`config.mk`:
```
export PLATFORM = sky130hd
export DESIGN_NAME = ssf_formatter
export DESIGN_NICKNAME = d
export VERILOG_FILES = /design/src/design/ssf_pkg.sv /design/src/design/ssf_fifo.sv /design/src/design/ssf_formatter.sv
export VERILOG_INCLUDE_DIRS = /design/src /design/src/design
export SDC_FILE = /design/constraint.sdc
export NUM_CORES = 1
export LEC_CHECK = 0
export ABC_AREA = 1
export BUFFER_PORTS_ARGS = -buffer_cell sky130_fd_sc_hd__clkbuf_2
export CORE_AREA = 8 8 257 259
export CTS_CLUSTER_DIAMETER = 200
export DETAILED_ROUTE_END_ITERATION = 10
export DIE_AREA = 0 0 265 267
export HOLD_SLACK_MARGIN = 0.03
export PLACE_DENSITY = 0.73
export SYNTH_ARGS = -nofsm -noshare
export SYNTH_HDL_FRONTEND = slang
export SYNTH_SLANG_ARGS = --single-unit
```
`constraint.sdc`:
```
create_clock -name clk -period 3.9 [get_ports clk]
set_input_delay 0.39 -clock clk [delete_from_list [all_inputs] [get_ports clk]]
set_output_delay 0.39 -clock clk [all_outputs]
set_load 0.01 [all_outputs]
```
`src/design/ssf_cfg.svh`:
```
// Sizes, defaults and reset values of the stream sample formatter
`ifndef SSF_CFG_SVH
`define SSF_CFG_SVH

`define SSF_BYTE_W        8
`define SSF_SAMP_W        12
`define SSF_FIELD_BYTES   2
`define SSF_OUT_BYTES     4
`define SSF_USER_W        1
`define SSF_FIFO_DEPTH    32
`define SSF_BLK_LEN_W     16
`define SSF_STAT_W        16
`define SSF_RST_STATE     '0

`endif

```
`src/design/ssf_pkg.sv`:
```
// Types shared by the stream sample formatter files
package ssf_pkg;

  // How the native sample bits are to be read
  typedef enum logic [1:0] {
    SSF_NUM_UNSIGNED,
    SSF_NUM_SIGNED,
    SSF_NUM_FLOAT
  } ssf_num_t;

endpackage : ssf_pkg

```
`src/design/ssf_fifo.sv`:
```
// First-in first-out buffer with a registered read word and valid/ready on both sides
`include "ssf_cfg.svh"

module ssf_fifo #(
  parameter int W     = 18,
  parameter int DEPTH = `SSF_FIFO_DEPTH
) (
  // Clock and reset
  input  wire logic         clk,
  input  wire logic         rstn,
  // Fill side
  input  wire logic         in_valid,
  output logic              in_ready,
  input  wire logic [W-1:0] in_data,
  // Drain side
  output logic              out_valid,
  input  wire logic         out_ready,
  output logic [W-1:0]      out_data
);
  import ssf_pkg::*;

  localparam int AW = $clog2(DEPTH);
  localparam int CW = $clog2(DEPTH + 1);

  typedef struct packed {
    logic [DEPTH-1:0][W-1:0] mem;
    logic [AW-1:0]           wr;
    logic [AW-1:0]           rd;
    logic [CW-1:0]           cnt;
    logic [W-1:0]            rdata;
    logic                    rvalid;
  } ssf_fifo_state_t;

  ssf_fifo_state_t q;
  ssf_fifo_state_t next_q;
  logic            push;
  logic            load;

  // Memory words plus the output register: one more than DEPTH can be in flight
  assign in_ready  = (q.cnt != CW'(DEPTH));
  assign push      = in_valid && in_ready;
  assign load      = (!q.rvalid || out_ready) && (q.cnt != '0);
  assign out_valid = q.rvalid;
  assign out_data  = q.rdata;

  always_comb
  begin
    next_q = q;
    if (push)
    begin
      next_q.mem[q.wr] = in_data;
      next_q.wr        = (q.wr == AW'(DEPTH - 1)) ? '0 : q.wr + AW'(1);
    end
    if (load)
    begin
      next_q.rdata  = q.mem[q.rd];
      next_q.rvalid = 1'b1;
      next_q.rd     = (q.rd == AW'(DEPTH - 1)) ? '0 : q.rd + AW'(1);
    end
    else if (out_ready)
    begin
      next_q.rvalid = 1'b0;
    end
    next_q.cnt = q.cnt + CW'(push) - CW'(load);
  end

  always_ff @(posedge clk or negedge rstn)
  begin
    if (!rstn)
      q <= `SSF_RST_STATE;
    else
      q <= next_q;
  end

endmodule : ssf_fifo

```
`src/design/ssf_formatter.sv`:
```
// Stream sample formatter: byte extension, complex ordering, packing and splitting
`include "ssf_cfg.svh"

module ssf_formatter #(
  parameter int SAMP_W      = `SSF_SAMP_W,
  parameter int FIELD_BYTES = `SSF_FIELD_BYTES,
  parameter int OUT_BYTES   = `SSF_OUT_BYTES,
  parameter int USER_W      = `SSF_USER_W,
  parameter int FIFO_DEPTH  = `SSF_FIFO_DEPTH
) (
  // Clock and reset
  input  wire logic                        clk,
  input  wire logic                        rstn,
  // Configuration levels
  input  wire ssf_pkg::ssf_num_t           cfg_num,
  input  wire logic                        cfg_cplx,
  input  wire logic [`SSF_BLK_LEN_W-1:0]   cfg_block_len,
  // Native sample input
  input  wire logic                        smp_valid,
  output logic                             smp_ready,
  input  wire logic [SAMP_W-1:0]           smp_re,
  input  wire logic [SAMP_W-1:0]           smp_im,
  input  wire logic [USER_W-1:0]           smp_user,
  input  wire logic                        smp_last,
  // Byte-aligned output stream
  output logic                             m_axis_tvalid,
  input  wire logic                        m_axis_tready,
  output logic [OUT_BYTES*8-1:0]           m_axis_tdata,
  output logic [OUT_BYTES-1:0]             m_axis_tkeep,
  output logic [USER_W*((OUT_BYTES >= FIELD_BYTES) ? OUT_BYTES / FIELD_BYTES : 1)-1:0]
                                           m_axis_tuser,
  output logic                             m_axis_tlast,
  // Status
  output logic                             busy,
  output logic [`SSF_STAT_W-1:0]           beat_count,
  output logic [`SSF_STAT_W-1:0]           block_count
);
  import ssf_pkg::*;

  localparam int FIELD_W = FIELD_BYTES * `SSF_BYTE_W;
  localparam int OUT_W   = OUT_BYTES * `SSF_BYTE_W;
  localparam bit SPLIT   = (OUT_BYTES < FIELD_BYTES);
  localparam int PACK_N  = SPLIT ? 1 : OUT_BYTES / FIELD_BYTES;
  localparam int SPLIT_N = SPLIT ? FIELD_BYTES / OUT_BYTES : 1;
  localparam int MAX_W   = SPLIT ? FIELD_W : OUT_W;
  localparam int UO_W    = USER_W * PACK_N;
  localparam int KB_W    = MAX_W / `SSF_BYTE_W;
  localparam int CNT_W   = $clog2(PACK_N + 1);
  localparam int IDX_W   = $clog2(SPLIT_N + 1);
  localparam int EW      = FIELD_W + USER_W + 1;
  localparam int LW      = `SSF_BLK_LEN_W;
  localparam int SW      = `SSF_STAT_W;

  typedef struct packed {
    // Front end: imaginary part waiting for its serial slot, and the block sample count
    logic                pend;
    logic [FIELD_W-1:0]  hold;
    logic [USER_W-1:0]   hold_user;
    logic                hold_last;
    logic [LW-1:0]       blk_cnt;
    // Packer accumulator and split slice index
    logic [MAX_W-1:0]    acc;
    logic [UO_W-1:0]     acc_user;
    logic [KB_W-1:0]     acc_keep;
    logic [CNT_W-1:0]    cnt;
    logic [IDX_W-1:0]    idx;
    // Output register
    logic                o_valid;
    logic [OUT_W-1:0]    o_data;
    logic [OUT_BYTES-1:0] o_keep;
    logic [UO_W-1:0]     o_user;
    logic                o_last;
    // Statistics
    logic [SW-1:0]       beats;
    logic [SW-1:0]       blocks;
  } ssf_fmt_state_t;

  ssf_fmt_state_t q;
  ssf_fmt_state_t next_q;

  logic [FIELD_W-1:0]  re_f;
  logic [FIELD_W-1:0]  im_f;
  logic                ext_sign;
  logic                blk_end;
  logic                last_in;
  logic                fin_valid;
  logic                fin_ready;
  logic [EW-1:0]       fin_data;
  logic                fout_valid;
  logic                fout_ready;
  logic [EW-1:0]       fout_data;
  logic [FIELD_W-1:0]  f_field;
  logic [USER_W-1:0]   f_user;
  logic                f_last;
  logic [MAX_W-1:0]    f_wide;
  logic                can_take;
  logic                take;
  logic [MAX_W-1:0]    t_acc;
  logic [UO_W-1:0]     t_user;
  logic [KB_W-1:0]     t_keep;
  logic                emit;

  // Floats are zero padded: copying the sign would corrupt the exponent
  assign ext_sign = (cfg_num == SSF_NUM_SIGNED);

  // Per-bit extension of both components into their byte-multiple fields
  for (genvar b = 0; b < FIELD_W; b++)
  begin : g_ext
    if (b < SAMP_W)
    begin : g_keep
      assign re_f[b] = smp_re[b];
      assign im_f[b] = smp_im[b];
    end
    else
    begin : g_pad
      assign re_f[b] = ext_sign & smp_re[SAMP_W-1];
      assign im_f[b] = ext_sign & smp_im[SAMP_W-1];
    end
  end

  // Block mode: a non-zero length forces an end mark after that many samples
  assign blk_end = (cfg_block_len != '0) && (q.blk_cnt == cfg_block_len - LW'(1));
  assign last_in = smp_last || blk_end;

  assign f_field = fout_data[FIELD_W-1:0];
  assign f_user  = fout_data[FIELD_W +: USER_W];
  assign f_last  = fout_data[EW-1];
  assign f_wide  = MAX_W'(f_field);

  // The output register is free when empty or being taken this edge
  assign can_take = !q.o_valid || m_axis_tready;
  assign take     = fout_valid && can_take;

  ssf_fifo #(
    .W     (EW),
    .DEPTH (FIFO_DEPTH)
  ) u_fifo (
    .clk       (clk),
    .rstn      (rstn),
    .in_valid  (fin_valid),
    .in_ready  (fin_ready),
    .in_data   (fin_data),
    .out_valid (fout_valid),
    .out_ready (fout_ready),
    .out_data  (fout_data)
  );

  always_comb
  begin
    next_q    = q;
    fin_valid = 1'b0;
    fin_data  = '0;
    smp_ready = 1'b0;
    fout_ready = 1'b0;
    t_acc     = q.acc;
    t_user    = q.acc_user;
    t_keep    = q.acc_keep;
    emit      = 1'b0;

    // Front end: one field per entry, imaginary part parked for the next slot
    if (q.pend)
    begin
      fin_valid = 1'b1;
      fin_data  = {q.hold_last, q.hold_user, q.hold};
      if (fin_ready)
        next_q.pend = 1'b0;
    end
    else
    begin
      fin_valid = smp_valid;
      smp_ready = fin_ready;
      fin_data  = {last_in && !cfg_cplx, smp_user, re_f};
      if (smp_valid && fin_ready)
      begin
        next_q.blk_cnt = last_in ? '0 : q.blk_cnt + LW'(1);
        if (cfg_cplx)
        begin
          next_q.pend      = 1'b1;
          next_q.hold      = im_f;
          next_q.hold_user = smp_user;
          next_q.hold_last = last_in;
        end
      end
    end

    // Output register empties when the far end takes the beat
    if (q.o_valid && m_axis_tready)
    begin
      next_q.o_valid = 1'b0;
      next_q.beats   = q.beats + SW'(1);
      if (q.o_last)
        next_q.blocks = q.blocks + SW'(1);
    end

    if (SPLIT)
    begin
      // Wide field goes out lowest bytes first, one beat per slice
      fout_ready = can_take && (q.idx == IDX_W'(SPLIT_N - 1));
      if (take)
      begin
        for (int k = 0; k < SPLIT_N; k++)
        begin
          if (q.idx == IDX_W'(k))
            next_q.o_data = f_wide[k*OUT_W +: OUT_W];
        end
        next_q.o_keep  = '1;
        next_q.o_user  = UO_W'(f_user);
        next_q.o_last  = f_last && (q.idx == IDX_W'(SPLIT_N - 1));
        next_q.o_valid = 1'b1;
        next_q.idx     = (q.idx == IDX_W'(SPLIT_N - 1)) ? '0 : q.idx + IDX_W'(1);
      end
    end
    else
    begin
      // Fields fill slots upward, so earlier samples and real parts sit low
      fout_ready = can_take;
      if (take)
      begin
        for (int k = 0; k < PACK_N; k++)
        begin
          if (q.cnt == CNT_W'(k))
          begin
            t_acc[k*FIELD_W +: FIELD_W]   = f_field;
            t_user[k*USER_W +: USER_W]    = f_user;
            t_keep[k*FIELD_BYTES +: FIELD_BYTES] = '1;
          end
        end
        emit = f_last || (q.cnt == CNT_W'(PACK_N - 1));
        if (emit)
        begin
          // Slots never written stay zero from the cleared accumulator
          next_q.o_data   = t_acc[OUT_W-1:0];
          next_q.o_keep   = t_keep[OUT_BYTES-1:0];
          next_q.o_user   = t_user;
          next_q.o_last   = f_last;
          next_q.o_valid  = 1'b1;
          next_q.acc      = '0;
          next_q.acc_user = '0;
          next_q.acc_keep = '0;
          next_q.cnt      = '0;
        end
        else
        begin
          next_q.acc      = t_acc;
          next_q.acc_user = t_user;
          next_q.acc_keep = t_keep;
          next_q.cnt      = q.cnt + CNT_W'(1);
        end
      end
    end
  end

  always_ff @(posedge clk or negedge rstn)
  begin
    if (!rstn)
      q <= `SSF_RST_STATE;
    else
      q <= next_q;
  end

  // Output register holds until taken, so data never moves under a stalled beat
  assign m_axis_tvalid = q.o_valid;
  assign m_axis_tdata  = q.o_data;
  assign m_axis_tkeep  = q.o_keep;
  assign m_axis_tuser  = q.o_user;
  assign m_axis_tlast  = q.o_last;

  // The buffer's read word counts through fout_valid
  assign busy        = q.pend || fout_valid || q.o_valid || (q.cnt != '0) || (q.idx != '0);
  assign beat_count  = q.beats;
  assign block_count = q.blocks;

endmodule : ssf_formatter

```
# Word-level counts from Yosys, hierarchy flattened
# Cells that the tools add are included.
dict set report classes {
  n_addsub 9
  n_lt_le_gt_ge 3
  n_eq_ne 6
  mux 27
  bitwise_logic 3
  reduce_logical 27
}
# cell count
set op_table {}
lappend op_table {{$bwmux W576} 1}
lappend op_table {{$mux W40} 3}
lappend op_table {{$bmux W18 S5} 1}
lappend op_table {{$demux W18 S5} 1}
lappend op_table {{$mux W18} 3}
lappend op_table {{$add A16 B1 Y16 const B} 3}
lappend op_table {{$mux W16} 3}
lappend op_table {{$mux W35} 1}
lappend op_table {{$mux W19} 1}
lappend op_table {{$eq A16 B16 Y1} 1}
lappend op_table {{$reduce_bool A16 Y1} 1}
lappend op_table {{$sub A16 B1 Y16 const B} 1}
lappend op_table {{$lt A5 B6 Y1 const B} 2}
lappend op_table {{$add A5 B1 Y5 const B} 2}
lappend op_table {{$eq A5 B5 Y1 const B} 2}
lappend op_table {{$mux W5} 2}
lappend op_table {{$mux W1} 9}
lappend op_table {{$logic_and A1 B1 Y1} 8}
lappend op_table {{$logic_or A1 B1 Y1} 7}
lappend op_table {{$add A6 B1 Y6} 1}
lappend op_table {{$ne A6 B6 Y1 const B} 1}
lappend op_table {{$reduce_and A2 Y1} 3}
lappend op_table {{$reduce_bool A6 Y1} 1}
lappend op_table {{$sub A6 B1 Y6} 1}
lappend op_table {{10 further kinds} 16}
dict set report totals {
  ff_bits 755
  inputBits 49
  out_inout_bits 74
  word_cells 128
}

# Longest topological paths before layout
dict set report depth {
  word_depth 7
  ltp_mapped 18
}

# Modules after synthesis
# A second synthesis with hierarchy kept.
dict set report unflattened {
  hier_cells 4410
  hier_area_um2 36105.9
}
# mod n_inst cells_each area_each_um2 seq_area_each_um2
set by_module_without_submodules {}
lappend by_module_without_submodules {ssf_fifo 1 3479 28404.7 15289.7}
lappend by_module_without_submodules {ssf_formatter 1 931 7701.1 3603.5}

# Worst setup path after synthesis
# Ideal clock, no wire load.
dict set report synth_path {
  path_kind {reg-to-reg}
  start {register u_fifo.q[21] (netlist bit)}
  end {register u_fifo.q[23] (netlist bit)}
  setup_time_ns 0.079
  arrival_ns 2.627
  required_ns 3.821
  path_slack_ns 1.193
  stages_incl_launch_ff 16
  path_buffers 1
  path_cell_list {dfrtp_1 -> inv_1 -> ha_1 -> nand4_1 -> nand2_1 -> clkinv_1 -> clkbuf_1 -> ha_1 -> inv_1 -> ha_1 -> inv_1 -> fa_1 -> inv_1 -> a21oi_1 -> o21ai_0 -> xor2_1}
}
# item line
set synth_lines {}
lappend synth_lines {{from (decl)} ssf_fifo.sv:34} ;# ssf_fifo_state_t q;
lappend synth_lines {{from (signal assigned)} ssf_fifo.sv:70} ;# q <= `SSF_RST_STATE;
lappend synth_lines {{from (signal assigned)} ssf_fifo.sv:72} ;# q <= next_q;

==> reports/qor.csv <==
metric,value,unit
status,completed,
vias,25203,
ys_seq_elements,656,
synth_area_leaders,"dfrtp_1 (54%), o21ai_0 (12%), nand2_1 (9.9%), nor2_1 (5.7%), o22ai_1 (2.5%)",
viasPerCell,5.66,
worst_pin_slew,1.14,ns
fmax,0.376,GHz
hold_viol_final,0,
synth_edf_count,0,
grt_pass1_wl,135000,um
fin_nets,3677,
cts.clk_slew.worst_paths,0.06,ns
whs,0.0504,ns
ys_warn_count,0,
synth.distinct_cells,45,
start_util,49.3,%
final_core_util,53.9,%
dominantRegCellSynth,dfrtp_1,
port_buffers,122,
clk-insertion-delay-late,0.63,ns
hpwlAfterDp,51700,um
layout-drive-gt1-share,9.97,%
grt_setup_unrepaired,no,
synth.cell_area,30600,um^2
slowest_delay,0.40,ns
synth_largest_area_cell,dfrtp_1,
syn_to_final_growth,9.46,%
critPathMostFrequentCell,inv_1,
ios,123,
cp-end-kind,register,
core,62200,um^2
setup_viol,0,
clockBufferDepth,3,
slowest_stage,fa_1,
cts_buffers,68,
p_comb_share,38.2,%
die_w,265,um
place_congestion,0.849,
grtUsageTotal,23.4,%
cts_tree,built,
drv_cap,0,
wl_per_cell,18.6,um
rows,92,
clockRootBuffer,clkbuf_16,
leakage,15.9,nW
die_area,70800,um^2
finalSetupTns,0,ns
worstSetupPathType,register to register,
synth_nets,3726,
synthArstFlopShare,100,%
min_period,2.66,ns
grt_antenna_before_repair,0,
grt_overflow,0,
design_power_total,0.0279,W
cp_data_required_time,4.44,ns
seq_power_share,38.8,%
drtIter0Drc,2714,
arrival,3.19,ns
syn_avg_cell_area,8.38,um^2
ir_drop,574,uV
grt_max_degree,124,
synth.top_cell.area_share,53.6,%
power_switching_share,40.6,%
drv_slew,0,
power_switching,0.0113,W
p_int,0.0166,W
cp-start-kind,register,
clkSinkCount,656,
dpl_cell_area,31200,um^2
fill_cells,5697,
syn_inst,3654,
skew,0.0283,ns
antenna_cells,0,
grt_pass1_vias,24430,
power_per_cell_area,833,nW/um^2
crit_path_cell_trace,"inv_1, ha_1, nand4_1, nand2_1, clkinv_1, ha_1, inv_1, ha_1, inv_1, fa_1, inv_1, a21oi_1, o21ai_0, xor2_1",
hold_path_class,input pin to register,
fp.dieH,267,um
route.detailed.drc,0,
worstPathMaxFanout,9,
drt-pass1-iter-count,5,
h-tree-depth,3,
synth-seq-area-share,53.6,%
drt-total-wl,82700,um
clkPwrFrac,23.0,%
finish.instance_area,33500,um^2
fin_crit_sh,68.2,%
drtAntennaViolNets,0,
slew_headroom,23.9,%
[layout by cell type, fill, tap and decap left out, types with 9 or more instances in the layout]
cell,netlist,routed
a21oi_1,103,103
xnor2_1,19,19
clkbuf_1,144,15
o221ai_1,16,16
dfrtp_1,656,653
clkbuf_8,0,15
xor2_1,35,35
inv_1,147,146
o22ai_1,121,120
nand2_2,9,9
nor2_4,11,11
nor2_1,462,462
o211ai_1,20,20
o21ai_0,716,716
buf_12,0,13
clkbuf_16,0,70
buf_4,80,46
o21ai_1,23,23
inv_2,33,32
nand2_1,811,811
dlygate4sd3_1,0,13
nand3_1,65,65
ha_1,22,22
clkinv_2,0,11
nor3_1,13,13
clkbuf_2,0,121
[routing by layer]
layer | track usage, % | vias to the layer above | wire (um)
li1 | - | 11843 | -
met1 | 31.6 | 12269 | 35600
met2 | 37.9 | 917 | 38200
met3 | 4.48 | 174 | 6040
met4 | 8.22 | 0 | 2830
met5 | 0 | - | 0
[through the flow]
step,setup slack [ns],std cells
global placement,1.29,4321
CTS,1.23,4451
floorplan,1.19,3654
finish,1.24,4451
detailed placement,1.26,4321
global route,0.940,4451
[cells in the mapped netlist, drive strengths merged, types with 2 or more instances]
library cell and instances:
nand2 822, o21ai 739, dfrtp 656, nor2 477, inv 180, buf 169, clkbuf 144, o22ai 121
a21oi 103, nand3 67, xor2 35, ha 22, o211ai 20, xnor2 19, nor3 17, o221ai 16
nand4 9, mux2 8, o21bai 8, or2 8, nand3b 5, nor3b 2
[final cells by class]
class | instances | area (um^2) | share of cell area (%)
multi-input combinational | 2504 | 11900 | 35.4
tap | 799 | 1000 | 2.98
clock inverter | 17 | 161 | 0.482
timing repair buffer | 194 | 1360 | 4.05
inverter | 181 | 686 | 2.05
clock buffer | 100 | 2010 | 6.01
sequential | 656 | 16400 | 49.0
[repair_timing]
item	in CTS	in global routing
gates resized for setup	0	0
buffers inserted	0	0
endpoints found under the hold margin	90	0
hold buffers	13	0
[registers in the layout, summed over array words and instances, names as in the netlist]
register,count
block_count,16
m_axis_tdata,32
u_fifo.out_valid,1
m_axis_tlast,1
m_axis_tkeep,4
m_axis_tuser,2
u_fifo.q,496
u_fifo.out_data,15
beat_count,16
m_axis_tvalid,1
q,72
[kinds of logic (layout without fill, tap and decap cells)]
logic type / after synthesis / in the layout / synth area share (%)
AOI/OAI and AO/OA: 1009 / 1009 / 17.4
xor gates and xnor gates: 54 / 54 / 1.54
adders and majority gates: 23 / 23 / 0.964
buffers and inverters: 494 / 492 / 7.63
DFF: 656 / 656 / 53.6
muxes: 8 / 8 / 0.294
and+or+nand+nor: 1410 / 1410 / 18.5
[path summary, 6_finish.rpt]
path	from	endpoint	slack, ns	cells past startpoint
setup / recovery	u_fifo.q[21]	u_fifo.q[23]	1.24	14
hold / removal	smp_user	q[130]	0.05	3
setup reg to reg	u_fifo.q[21]	u_fifo.q[23]	1.24	14
hold reg to reg	q[103]	q[103]	0.47	2
max in group asynchronous	rstn	beat_count[14]	2.34	4
min in group asynchronous	rstn	u_fifo.q[183]	0.44	2
[power groups by stage]
stage	Sequential (W)	Clock (W)	Combinational (W)
floorplan	0.0104	0	0.00764
global placement	0.0108	0	0.0103
detailed placement	0.0109	0	0.0105
CTS	0.0108	0.00649	0.0106
global route	0.0111	0.00674	0.0120
finish	0.0108	0.00642	0.0107
[worst max-delay path: cells and delay by family (launching register included)]
kind / cells / cell delay (ns)
AO/OA/AOI/OAI: 2 / 0.26
XOR/XNOR: 1 / 0.16
adder cells (fa/ha/maj): 4 / 1.01
buffers and inverters: 5 / 0.43
flip-flops: 1 / 0.38
AND/OR/NAND/NOR: 2 / 0.37
(Power assumes the default switching activity.)
